File: src/verilog/gio_pkg.sv
/*
 * Shared constants and carrier types for the general-purpose pin block with
 * input qualification and debug pin multiplexing.
 * Assumes a single system clock and a plain word-wide register port.
 */
package gio_pkg;

    localparam int GIO_ADDR_W = 8;
    localparam int GIO_DATA_W = 32;
    localparam int GIO_GROUP_PINS = 8;
    localparam int GIO_PERIOD_W = 8;
    localparam int GIO_SCNT_W = 9;
    localparam int GIO_MATCH_W = 3;

    // Register byte offsets.
    localparam logic [7:0] GIO_OFF_GROUP_CTRL = 8'h00;
    localparam logic [7:0] GIO_OFF_COUNT_SEL = 8'h04;
    localparam logic [7:0] GIO_OFF_QUAL_EN = 8'h08;
    localparam logic [7:0] GIO_OFF_DIR = 8'h0C;
    localparam logic [7:0] GIO_OFF_DATA_OUT = 8'h10;
    localparam logic [7:0] GIO_OFF_MUX_SEL = 8'h14;
    localparam logic [7:0] GIO_OFF_PULLUP = 8'h18;
    localparam logic [7:0] GIO_OFF_PIN_LEVEL = 8'h1C;
    localparam logic [7:0] GIO_OFF_DEBUG_CTRL = 8'h20;

    // Field positions and reset values.
    localparam int GIO_DBGCTL_COMPACT_BIT = 0;
    localparam logic [31:0] GIO_RST_ZERO = 32'h0000_0000;
    localparam logic [GIO_PERIOD_W-1:0] GIO_PERIOD_ZERO = 8'h00;

    // Matching samples needed before a new level passes (count minus one).
    localparam logic [GIO_MATCH_W-1:0] GIO_MATCH_THREE = 3'h2;
    localparam logic [GIO_MATCH_W-1:0] GIO_MATCH_SIX = 3'h5;

    // Pin multiplexer selections.
    typedef enum logic [1:0] {
        GIO_MUX_GPIO = 2'h0,
        GIO_MUX_PERIPH = 2'h1,
        GIO_MUX_OUT_XBAR = 2'h2,
        GIO_MUX_DEBUG = 2'h3
    } gio_mux_t;

    typedef struct packed {
        logic [GIO_ADDR_W-1:0] addr;
        logic [GIO_DATA_W-1:0] wdata;
        logic wr;
        logic rd;
    } gio_bus_req_t;

    typedef struct packed {
        logic tdo;
        logic tdo_en;
    } gio_dbg_drive_t;

endpackage

File: src/verilog/gio_qualifier.sv
/*
 * One pin's input qualifier: a saturating count of matching samples taken
 * on the group strobe, or plain synchronous pass-through.
 * Assumes its input is already synchronised to core_clk.
 */
`timescale 1ns/1ps
`default_nettype none

module gio_qualifier (
    input wire logic core_clk,
    input wire logic sys_rst,
    input wire logic sample_stb,
    input wire logic qual_en,
    input wire logic six_samples,
    input wire logic sync_in,
    output logic level
);
    import gio_pkg::*;

    logic last_r;
    logic [GIO_MATCH_W-1:0] match_r;
    logic [GIO_MATCH_W-1:0] need;

    // three or six samples
    assign need = six_samples ? GIO_MATCH_SIX : GIO_MATCH_THREE;

    // matching sample count
    always_ff @(posedge core_clk) begin
        if (sys_rst) begin
            last_r <= 1'b0;
            match_r <= '0;
        end else if (sample_stb) begin
            last_r <= sync_in;
            if (sync_in != last_r) begin
                match_r <= '0;
            end else if (match_r != GIO_MATCH_SIX) begin
                match_r <= match_r + 3'h1;
            end
        end
    end

    // level passes after window
    always_ff @(posedge core_clk) begin
        if (sys_rst) begin
            level <= 1'b0;
        end else if (!qual_en) begin
            level <= sync_in;
        end else if (sample_stb && sync_in == last_r && match_r + 3'h1 >= need) begin
            level <= last_r;
        end
    end

    a_qual_on_strobe: assert property (@(posedge core_clk) disable iff (sys_rst)
        (qual_en && $past(qual_en) && $changed(level)) |-> $past(sample_stb))
        else $error("qualified level changed without a sample strobe");

    a_three_samples: assert property (@(posedge core_clk) disable iff (sys_rst)
        (qual_en && !six_samples && sample_stb && sync_in == last_r && match_r == 3'h1)
        |=> level == $past(last_r))
        else $error("three-sample match did not pass the level");

    a_six_not_early: assert property (@(posedge core_clk) disable iff (sys_rst)
        (qual_en && six_samples && $past(qual_en) && $past(six_samples) && $changed(level))
        |-> $past(match_r) >= 3'h4)
        else $error("six-sample mode passed a level too early");

    c_six_pass: cover property (@(posedge core_clk) disable iff (sys_rst)
        qual_en && six_samples && $changed(level));

    c_glitch_drop: cover property (@(posedge core_clk) disable iff (sys_rst)
        qual_en && sample_stb && sync_in != last_r && match_r == 3'h1);

endmodule

`default_nettype wire

File: src/verilog/gio_port.sv
/*
 * General-purpose pin port: register file, per-group sampling strobes,
 * per-pin qualifiers, pin multiplexing and the debug data pin release.
 * Assumes a register master that never issues read and write together and
 * pins that may change at any time relative to core_clk.
 */
// Added by the designer: strobed register access and the address map.
`timescale 1ns/1ps
`default_nettype none

// Operation
// After reset every pin is an input until software changes direction or function.
// Each group period field takes any value from 0x00 to 0xFF.
// Period zero samples every cycle and period n samples once every 2n cycles.
// One period field governs a whole group of eight adjacent pins.
// A per-pin select chooses three or six samples to validate a change.
// A new level passes only after holding for the period times samples minus one.
// The driver holds a level two cycles unqualified, or window plus period plus one qualified.
// Each pin is shared between its general-purpose function and peripheral signals by the mux.
// A mux option drives the pin from the output crossbar.
// Every pin level is delivered to the input crossbar.
// The debug port speaks four-wire or two-wire protocol as the probe chooses.
// In the compact two-pin mode the debug data pins are free for general-purpose use.
// The debug data input function is the reset mux choice with its pullup off.
// The debug data output is the reset choice, tri-stated when idle, pullup off.
// Software or the board should pull up the debug data input when it is used.
// Each group strobes from a counter and each pin counts matching samples.
// Pin inputs pass a two-stage synchroniser before qualifier or crossbars.
module gio_port #(
    parameter int NUM_PINS = 16
) (
    input wire logic core_clk,
    input wire logic sys_rst,
    input wire gio_pkg::gio_bus_req_t bus_req,
    output logic [gio_pkg::GIO_DATA_W-1:0] bus_rdata,
    input wire logic [NUM_PINS-1:0] pin_in,
    output logic [NUM_PINS-1:0] pin_out,
    output logic [NUM_PINS-1:0] pin_oe_n,
    output logic [NUM_PINS-1:0] pin_pullup_en,
    input wire logic [NUM_PINS-1:0] periph_out,
    input wire logic [NUM_PINS-1:0] periph_oe,
    input wire logic [NUM_PINS-1:0] xbar_out,
    output logic [NUM_PINS-1:0] xbar_in_level,
    input wire gio_pkg::gio_dbg_drive_t dbg_drive,
    output logic dbg_tdi,
    output logic compact_two_pin_test_mode
);
    import gio_pkg::*;

    localparam int NUM_GROUPS = (NUM_PINS + GIO_GROUP_PINS - 1) / GIO_GROUP_PINS;
    localparam int DBG_IN = NUM_PINS - 2;
    localparam int DBG_OUT = NUM_PINS - 1;

    logic [NUM_GROUPS*GIO_PERIOD_W-1:0] pin_group_control_r;
    logic [NUM_PINS-1:0] qual_sample_count_select_r;
    logic [NUM_PINS-1:0] qual_en_r;
    logic [NUM_PINS-1:0] dir_r;
    logic [NUM_PINS-1:0] data_out_r;
    logic [2*NUM_PINS-1:0] mux_r;
    logic [NUM_PINS-1:0] pullup_r;
    logic compact_r;
    logic [NUM_PINS-1:0] sync1_r;
    logic [NUM_PINS-1:0] sync2_r;
    logic [NUM_PINS-1:0] qual_level;
    logic [NUM_GROUPS-1:0] grp_stb;
    logic [NUM_PINS-1:0] pin_out_nxt;
    logic [NUM_PINS-1:0] pin_oe_n_nxt;
    logic [GIO_DATA_W-1:0] rdata_nxt;
    logic wr_hit_grp;

    assign wr_hit_grp = bus_req.wr && bus_req.addr == GIO_OFF_GROUP_CTRL;

    // reset as inputs
    always_ff @(posedge core_clk) begin
        if (sys_rst) begin
            dir_r <= '0;
            data_out_r <= '0;
        end else if (bus_req.wr) begin
            if (bus_req.addr == GIO_OFF_DIR) begin
                dir_r <= bus_req.wdata[NUM_PINS-1:0];
            end
            if (bus_req.addr == GIO_OFF_DATA_OUT) begin
                data_out_r <= bus_req.wdata[NUM_PINS-1:0];
            end
        end
    end

    // full period range
    always_ff @(posedge core_clk) begin
        if (sys_rst) begin
            pin_group_control_r <= '0;
            qual_sample_count_select_r <= '0;
            qual_en_r <= '0;
        end else if (bus_req.wr) begin
            if (bus_req.addr == GIO_OFF_GROUP_CTRL) begin
                pin_group_control_r <= bus_req.wdata[NUM_GROUPS*GIO_PERIOD_W-1:0];
            end
            if (bus_req.addr == GIO_OFF_COUNT_SEL) begin
                qual_sample_count_select_r <= bus_req.wdata[NUM_PINS-1:0];
            end
            if (bus_req.addr == GIO_OFF_QUAL_EN) begin
                qual_en_r <= bus_req.wdata[NUM_PINS-1:0];
            end
        end
    end

    // debug mux default, pullups off
    always_ff @(posedge core_clk) begin
        if (sys_rst) begin
            mux_r <= '0;
            mux_r[2*DBG_IN +: 2] <= GIO_MUX_DEBUG;
            mux_r[2*DBG_OUT +: 2] <= GIO_MUX_DEBUG;
            pullup_r <= '0;
            compact_r <= 1'b0;
        end else if (bus_req.wr) begin
            if (bus_req.addr == GIO_OFF_MUX_SEL) begin
                mux_r <= bus_req.wdata[2*NUM_PINS-1:0];
            end
            if (bus_req.addr == GIO_OFF_PULLUP) begin
                pullup_r <= bus_req.wdata[NUM_PINS-1:0];
            end
            if (bus_req.addr == GIO_OFF_DEBUG_CTRL) begin
                compact_r <= bus_req.wdata[GIO_DBGCTL_COMPACT_BIT];
            end
        end
    end

    assign pin_pullup_en = pullup_r;
    // probe mode to debug subsystem
    assign compact_two_pin_test_mode = compact_r;

    always_comb begin
        rdata_nxt = GIO_RST_ZERO;
        case (bus_req.addr)
            GIO_OFF_GROUP_CTRL: rdata_nxt[NUM_GROUPS*GIO_PERIOD_W-1:0] = pin_group_control_r;
            GIO_OFF_COUNT_SEL: rdata_nxt[NUM_PINS-1:0] = qual_sample_count_select_r;
            GIO_OFF_QUAL_EN: rdata_nxt[NUM_PINS-1:0] = qual_en_r;
            GIO_OFF_DIR: rdata_nxt[NUM_PINS-1:0] = dir_r;
            GIO_OFF_DATA_OUT: rdata_nxt[NUM_PINS-1:0] = data_out_r;
            GIO_OFF_MUX_SEL: rdata_nxt[2*NUM_PINS-1:0] = mux_r;
            GIO_OFF_PULLUP: rdata_nxt[NUM_PINS-1:0] = pullup_r;
            GIO_OFF_PIN_LEVEL: rdata_nxt[NUM_PINS-1:0] = xbar_in_level;
            GIO_OFF_DEBUG_CTRL: rdata_nxt[GIO_DBGCTL_COMPACT_BIT] = compact_r;
            default: rdata_nxt = GIO_RST_ZERO;
        endcase
    end

    // Read data stand only in the cycle after the read strobe.
    always_ff @(posedge core_clk) begin
        if (sys_rst) begin
            bus_rdata <= GIO_RST_ZERO;
        end else if (bus_req.rd) begin
            bus_rdata <= rdata_nxt;
        end else begin
            bus_rdata <= GIO_RST_ZERO;
        end
    end

    // two-stage synchroniser
    always_ff @(posedge core_clk) begin
        if (sys_rst) begin
            sync1_r <= '0;
            sync2_r <= '0;
        end else begin
            sync1_r <= pin_in;
            sync2_r <= sync1_r;
        end
    end

    genvar g;
    genvar p;
    generate
        for (g = 0; g < NUM_GROUPS; g++) begin : gen_grp
            logic [GIO_SCNT_W-1:0] cnt_r;
            logic [GIO_SCNT_W-1:0] last_cnt;
            logic [GIO_PERIOD_W-1:0] prd;
            assign prd = pin_group_control_r[g*GIO_PERIOD_W +: GIO_PERIOD_W];
            assign last_cnt = {prd, 1'b0} - 9'h001;
            // strobe every cycle or every 2n cycles
            assign grp_stb[g] = (prd == GIO_PERIOD_ZERO) || (cnt_r == last_cnt);
            // group sampling counter
            always_ff @(posedge core_clk) begin
                if (sys_rst || grp_stb[g]) begin
                    cnt_r <= '0;
                end else begin
                    cnt_r <= cnt_r + 9'h001;
                end
            end

            a_period_one: assert property (@(posedge core_clk) disable iff (sys_rst)
                (prd == 8'h01 && $past(prd == 8'h01) && grp_stb[g]) |=> (prd != 8'h01) or (!grp_stb[g] ##1 grp_stb[g]))
                else $error("period one did not strobe every second cycle");

            a_period_zero: assert property (@(posedge core_clk) disable iff (sys_rst)
                (prd == 8'h00) |-> grp_stb[g])
                else $error("period zero did not strobe every cycle");

            c_period_max: cover property (@(posedge core_clk) disable iff (sys_rst)
                prd == 8'hFF && grp_stb[g]);
        end

        for (p = 0; p < NUM_PINS; p++) begin : gen_pin
            // group strobe shared by eight pins
            gio_qualifier u_qual (
                .core_clk(core_clk),
                .sys_rst(sys_rst),
                .sample_stb(grp_stb[p / GIO_GROUP_PINS]),
                .qual_en(qual_en_r[p]),
                .six_samples(qual_sample_count_select_r[p]),
                .sync_in(sync2_r[p]),
                .level(qual_level[p])
            );
        end
    endgenerate

    // levels to the input crossbar
    always_ff @(posedge core_clk) begin
        if (sys_rst) begin
            xbar_in_level <= '0;
            dbg_tdi <= 1'b0;
        end else begin
            xbar_in_level <= qual_level;
            dbg_tdi <= sync2_r[DBG_IN];
        end
    end

    // pin multiplexer
    always_comb begin
        pin_out_nxt = '0;
        pin_oe_n_nxt = '1;
        for (int i = 0; i < NUM_PINS; i++) begin
            case (gio_mux_t'(mux_r[2*i +: 2]))
                GIO_MUX_PERIPH: begin
                    pin_out_nxt[i] = periph_out[i];
                    pin_oe_n_nxt[i] = ~periph_oe[i];
                end
                // output crossbar drive
                GIO_MUX_OUT_XBAR: begin
                    pin_out_nxt[i] = xbar_out[i];
                    pin_oe_n_nxt[i] = ~dir_r[i];
                end
                GIO_MUX_DEBUG: begin
                    pin_out_nxt[i] = data_out_r[i];
                    pin_oe_n_nxt[i] = ~dir_r[i];
                    // compact mode releases the data pins
                    if (!compact_r && i == DBG_IN) begin
                        pin_oe_n_nxt[i] = 1'b1;
                    end
                    // data output tri-stated when idle
                    if (!compact_r && i == DBG_OUT) begin
                        pin_out_nxt[i] = dbg_drive.tdo;
                        pin_oe_n_nxt[i] = ~dbg_drive.tdo_en;
                    end
                end
                default: begin
                    pin_out_nxt[i] = data_out_r[i];
                    pin_oe_n_nxt[i] = ~dir_r[i];
                end
            endcase
        end
    end

    always_ff @(posedge core_clk) begin
        if (sys_rst) begin
            pin_out <= '0;
            pin_oe_n <= '1;
        end else begin
            pin_out <= pin_out_nxt;
            pin_oe_n <= pin_oe_n_nxt;
        end
    end

    a_reset_inputs: assert property (@(posedge core_clk)
        $past(sys_rst) && !sys_rst |-> dir_r == '0 && pin_oe_n == '1)
        else $error("pins not inputs after reset");

    a_debug_defaults: assert property (@(posedge core_clk)
        $past(sys_rst) && !sys_rst |-> mux_r[2*DBG_IN +: 2] == GIO_MUX_DEBUG && pullup_r == '0)
        else $error("debug data input default wrong after reset");

    a_period_write: assert property (@(posedge core_clk) disable iff (sys_rst)
        wr_hit_grp |=> pin_group_control_r[GIO_PERIOD_W-1:0] == $past(bus_req.wdata[GIO_PERIOD_W-1:0]))
        else $error("group period field did not take written value");

    a_tdo_tristate: assert property (@(posedge core_clk) disable iff (sys_rst)
        (!compact_r && mux_r[2*DBG_OUT +: 2] == GIO_MUX_DEBUG && !dbg_drive.tdo_en) |=> pin_oe_n[DBG_OUT])
        else $error("debug data output driven while idle");

    a_compact_release: assert property (@(posedge core_clk) disable iff (sys_rst)
        (compact_r && mux_r[2*DBG_IN +: 2] == GIO_MUX_DEBUG && dir_r[DBG_IN]) |=> !pin_oe_n[DBG_IN])
        else $error("compact mode did not release the data input pin");

    a_xbar_drive: assert property (@(posedge core_clk) disable iff (sys_rst)
        (mux_r[13:12] == GIO_MUX_OUT_XBAR && dir_r[6]) |=> pin_out[6] == $past(xbar_out[6]) && !pin_oe_n[6])
        else $error("output crossbar not routed to pin");

    a_periph_share: assert property (@(posedge core_clk) disable iff (sys_rst)
        (mux_r[9:8] == GIO_MUX_PERIPH) |=> pin_out[4] == $past(periph_out[4]) && pin_oe_n[4] == !$past(periph_oe[4]))
        else $error("peripheral signal not routed to pin");

    a_level_read: assert property (@(posedge core_clk) disable iff (sys_rst)
        (bus_req.rd && bus_req.addr == GIO_OFF_PIN_LEVEL) |=> bus_rdata[NUM_PINS-1:0] == $past(xbar_in_level))
        else $error("pin level read does not match crossbar level");

    c_compact_mode: cover property (@(posedge core_clk) disable iff (sys_rst)
        compact_r && !pin_oe_n[DBG_OUT]);

    c_tdo_drive: cover property (@(posedge core_clk) disable iff (sys_rst)
        !compact_r && !pin_oe_n[DBG_OUT]);

endmodule

`default_nettype wire

File: config.mk
export PLATFORM = sky130hd
export DESIGN_NAME = gio_port
export DESIGN_NICKNAME = d
export VERILOG_FILES = /design/src/verilog/gio_pkg.sv /design/src/verilog/gio_qualifier.sv /design/src/verilog/gio_port.sv
export SDC_FILE = /design/constraint.sdc
export NUM_CORES = 1
export LEC_CHECK = 0
export ABC_AREA = 1
export BUFFER_PORTS_ARGS = -buffer_cell sky130_fd_sc_hd__buf_2
export CAP_MARGIN = 20
export CORE_ASPECT_RATIO = 1.5
export CORE_MARGIN = 2
export CORE_UTILIZATION = 53
export DETAILED_ROUTE_END_ITERATION = 10
export PLACE_DENSITY = 0.81
export SLEW_MARGIN = 20
export SYNTH_ARGS = -nofsm -noshare
export SYNTH_HDL_FRONTEND = slang
export SYNTH_SLANG_ARGS = --single-unit
File: constraint.sdc
create_clock -name core_clk -period 2.88 [get_ports core_clk]
set_input_delay 0.576 -clock core_clk [delete_from_list [all_inputs] [get_ports core_clk]]
set_output_delay 0.576 -clock core_clk [all_outputs]
set_load 0.01 [all_outputs]
Yosys cells after proc, flatten, opt, wreduce, memory -nomap -nowiden --
Index checks and enable logic that the tools add are counted.
Storage, ports and cells: register bits after elaboration 340, input port bits 110, output and inout bits 98, logic and storage cells 443
Operators by class: add/sub/neg operators 20, order comparisons 16, equal/unequal tests 108, muxes and demuxes 117, bitwise logic cells 35, reductions and logical operators 81
Operators by type and width (count):
- $mux 3 | 48
- $pmux 15 s8 | 1
- $mux 1 | 49
- $add 3x1->3 const B | 16
- $ge 3x3->1 | 16
- $ne 3x3->1 const B | 16
- $reduce_and 2->1 | 24
- $eq 2x2->1 const B | 18
- $not 1->1 | 35
- $pmux 1 s2 | 17
- $eq 2x1->1 const B | 16
- $eq 8x5->1 const B | 4
- $logic_and 1x1->1 | 32
- $ne 2x1->1 const B | 16
- $reduce_bool 2->1 | 16
- $logic_not 8->1 | 3
- $add 9x1->9 const B | 2
- $eq 9x9->1 | 2
- $sub 9x1->9 const B | 2
- $eq 1x1->1 | 16
- $eq 8x4->1 const B | 2
- $ne 1x1->1 | 16
- $pmux 1 s9 | 1
- $eq 8x3->1 const B | 1
- other kinds (5) | 8

Depth between registers and ports, before layout --
depth after elaboration 7, depth in mapped cells 16, depth with buffers taken out 15

Cells and area by module --
A second synthesis with hierarchy kept.
Unflattened totals: cells, all modules 2170, area total of the unflattened synthesis 16315.6 um^2
By module, submodules not included:
- gio_port | instances 1, cells an instance 1322, area an instance 10450.0 um^2
- gio_qualifier | instances 16, cells an instance 53, area an instance 366.6 um^2

Least setup slack after synthesis --
No wires, ideal clock.
path kind input-to-reg, start point input port bus_req[34] (netlist name), end point register mux_r[16], data arrival time 1738 ps, data required time 2761 ps, slack 1022 ps, cell stages on the path 10, path buffers 2, cell sequence inv_1 -> nand2_1 -> nor3_2 -> nand2_1 -> nor2_4 -> inv_1 -> buf_2 -> clkbuf_1 -> o21ai_0 -> a21oi_1
Between the ends: word-level cells in the longest chain between the ends 2
Ends and longest elaborated chain:
- start, declared | RTL line gio_port.sv:34 | input wire gio_pkg::gio_bus_req_t bus_req,
- $eq 8x5->1 | RTL line gio_port.sv:116 | if (bus_req.addr == GIO_OFF_MUX_SEL) begin
- $reduce_and 2->1 (no source line)
- end signal, assigned | RTL line gio_port.sv:117 | mux_r <= bus_req.wdata[2*NUM_PINS-1:0];
- end, declared | RTL line gio_port.sv:59 | logic [2*NUM_PINS-1:0] mux_r;
No other way between the ends. A chain may end at the register's enable or synchronous reset.

Worst setup path after layout --
start point register pin_group_control_r[0], end point register gen_pin[0].u_qual.match_r[2]
Between the ends: word-level cells in the longest chain between the ends 4, elaborated cells between the ends (all ways) 5
Ends and longest elaborated chain:
- start, declared | RTL line gio_port.sv:54 | logic [NUM_GROUPS*GIO_PERIOD_W-1:0] pin_group_control_r;
- start signal, assigned | RTL line gio_port.sv:96 | pin_group_control_r <= bus_req.wdata[NUM_GROUPS*GIO_PERIOD_W-1:0];
- $sub 9x1->9 | RTL line gio_port.sv:178 | assign last_cnt = {prd, 1'b0} - 9'h001;
- $eq 9x9->1 | RTL line gio_port.sv:180 | assign grp_stb[g] = (prd == GIO_PERIOD_ZERO) || (cnt_r == last_cnt);
- $logic_or 1x1->1 (*) | RTL line gio_port.sv:180
- $reduce_and 2->1 (no source line) (*)
- end signal, assigned | RTL line gio_qualifier.sv:37 | match_r <= match_r + 3'h1;
- end, declared | RTL line gio_qualifier.sv:21 | logic [GIO_MATCH_W-1:0] match_r;
Mark *: on every way between the ends. The rest lies on a longest branch, timed or not.

==> impl_metrics.ini <==
[power_and_ir_drop]
clock_power_share_pct = 41.8
p_int_mw = 7.67
swShare_pct = 25.0
netSwitchingPower_mw = 2.56
p_leak_nw = 8.49
power_density_mw_per_mm2 = 562
seq_power_share_pct = 48.3
power.total_mw = 10.2
irDropWorstVdd_uv = 329
combinationalPowerShare_pct = 9.9

[routing]
dr.pass1.iters = 6
drt_iter0_markers = 1005
drt_wl_total_mm = 43.6
postRouteAntennaNets = 0
drc = 0
wl_per_cell_um = 16.1
vias_per_cell = 5.38
vias = 14500

[synthesis]
synth_fp_nets = 2317
ys_async_sr_fraction_pct = 0
synth_seq_area_share_pct = 43.4
synth_seq_cells = 340
synth_top_family_by_area = compound AO/OA/AOI/OAI gates
synth-edff-count = 0
yosys_warnings = 0
muxShareOfSynthArea_pct = 0
synth-xor-area-share_pct = 2.07
synth_cell_types = 37
synth_top_area_cell = dfxtp_1
synth_compound_area_share_pct = 17.9
netlist_area_mm2 = 0.0157
avgSynthCellArea_um2 = 7.50
synth_top_cell_area_share_pct = 43.4
synth_flop_cell = dfxtp_1
synthAdderAreaFrac_pct = 9.34
synth-simple-area-share_pct = 17.0
synth.area.top_cells = dfxtp_1 (43%), ha_1 (9.3%), inv_1 (8.1%)
synthCells = 2090

[job]
cap_violations = 0

[floorplan]
coreArea_mm2 = 0.0293
initial_core_util_pct = 53.5
die_x_um = 144
dieHeight_um = 215
io_pins = 208
rows = 77
die-area_mm2 = 0.0310

[timing]
clock-skew-final_ps = 25.4
timing.final.crit_share_pct = 83.9
finalSetupViolCount = 0
hold_ws_ps = 180
fin_crit_ps = 2420
worst_pin_slew_ps = 1060
timing.final.ws_setup_ps = 463
slew_headroom_pct = 29.5
finalHoldViolCount = 0
clock.fmax_mhz = 414
final.setup.tns_ps = 0
timing.final.max_slew_violations = 0
rsz0062_at_grt = no

[place]
place_ws_ps = 427
gp_congestion = 0.961
portBuffers = 207
dp.cells = 2650
dp_hpwl_mm = 31.7

[global_routing]
grt_start_max_net_pins = 173
grt_overflow = 0
grt_pass1_wl_mm = 69.6
grt_pass1_vias = 14200
antenna_found_initial = 0
grt_usage_pct = 27.8

[cells_and_area]
drive_above_1_share_pct = 13.7
nets = 2515
antenna_cells = 0
final_cells = 2705
area_growth_pct = 16.1

[clock_network]
cts_buffers = 31
cts_setup_buffers = 0
clock_sinks = 340
cts_tree = yes
clockBufferDepth = 3
htreeDepth = 1
hold_buffers = 0
cts_root_buf = clkbuf_16
cts_resized = 0
clk_pin_slew_ps = 70
clk_latency_ps = 580

[status]
status = finished clean

[critical_path]
start_kind = register
path_cells = inv_2, ha_1, nand2_1, nand3_1, nor2_1, nand2_1, nor2_1, nand4_1, nand2_2, buf_4, nand2_1, a21oi_1, nor2_1
cp.arrival_ps = 2890
cp_max_fo = 29
critical_path_class = reg2reg
required_ps = 3350
crit_path_end_kind = register
slowest_delay_ps = 450
critPathSlowestCell = nand2_2

[worst_hold_path]
hp-class = in2reg
==> placed cells by master (no fill, tap or decap), types with 4 or more instances in the layout <==
cell type and instances:
dfxtp_1 340, inv_1 336, nand2_1 298, a21oi_1 238
nor2_1 234, o21ai_0 217, buf_2 206, ha_1 117
nand3_1 61, clkbuf_16 31, o22ai_1 30, buf_4 29
xnor2_1 20, nand4_1 20, a221oi_1 19, xor2_1 17
or2_2 10, nor3_1 9, clkinv_2 9, inv_2 7
o2111ai_1 6, o21ai_1 5, o31ai_1 5, nand2_2 4
a31oi_1 4, nor3b_1 4, bufinv_16 4, clkbuf_8 4
==> power groups by stage <==
stage / Combinational (mW) / Sequential (mW) / Clock [mW]
5_1_grt: 1.18 / 4.96 / 4.53
3_3_place_gp: 0.942 / 5.04 / 0
3_5_place_dp: 0.996 / 5.05 / 0
2_1_floorplan: 0.702 / 5.02 / 0
6_report: 1.01 / 4.94 / 4.28
4_1_cts: 1.01 / 4.94 / 4.34
==> area by class of cell <==
cell class,count,area [um^2]
Clock buffer,38,842
Clock inverter,17,200
Fill cell,2570,11100
Inverter,345,1300
Multi-Input combinational cell,1332,7260
Sequential cell,340,6810
Tap cell,395,494
Timing Repair Buffer,238,1310
==> logic make-up (layout without fill, tap and decap cells) <==
family / count (synthesis) / after routing
adder cells (fa/ha/maj): 117 / 117
flip-flops: 340 / 340
buffers and inverters: 418 / 638
XOR/XNOR: 37 / 37
AO/OA/AOI/OAI: 528 / 528
AND/OR/NAND/NOR: 650 / 650
==> routing by layer <==
layer	wire, um	track usage, %
met5	0	0
met4	2370	13.9
met3	2980	2.72
met2	20900	48.8
met1	17300	33.3
==> flip-flops by register name, summed over array words and instances (netlist names), 16 cells and up <==
signal and count:
bus_rdata 32, data_out_r 16, dir_r 16, gen_grp.cnt_r 18
gen_pin.u_qual.last_r 16, gen_pin.u_qual.level 16, gen_pin.u_qual.match_r 48, mux_r 32
pin_group_control_r 16, pin_oe_n 16, pin_out 16, pin_pullup_en 16
qual_en_r 16, qual_sample_count_select_r 16, sync1_r 16, sync2_r 16
xbar_in_level 16
==> cells in the mapped netlist, types with 7 or more instances <==
cell type  count
a21oi_1      238
xnor2_1       20
nor2_1       234
buf_2         16
dfxtp_1      340
xor2_1        17
nand2_1      298
or2_2         10
o21ai_0      217
ha_1         117
inv_1        337
clkbuf_1      51
inv_2          7
nand3_1       61
o22ai_1       30
nor3_1         9
a221oi_1      19
nand4_1       20
==> through the flow <==
stage	cell area [um^2]	utilization [%]
after global placement	17200	58.6
after detailed placement	17200	58.6
after global routing	18200	62.2
after floorplan	15700	-
final	18200	62.2
after CTS	18200	62.2
==> worst paths after layout <==
path | startpoint | end | slack, ps | cells after the start
worst min register to register | sync1_r[13] | sync2_r[13] | 400 | 2
worst max register to register | pin_group_control_r[0] | gen_pin[0].u_qual.match_r[2] | 460 | 13
worst max-delay path | pin_group_control_r[0] | gen_pin[0].u_qual.match_r[2] | 460 | 13
worst min-delay path | periph_oe[1] | pin_oe_n[1] | 180 | 2
==> worst max-delay path, delay by kind of cell, from the launching register on <==
kind	cells	cell delay [ps]
DFF	1	370
adders and majority gates	1	320
buffers and inverters	2	340
and+or+nand+nor	9	1080
AOI/OAI and AO/OA	1	170
No activity file was read; power rests on OpenSTA's default activity.
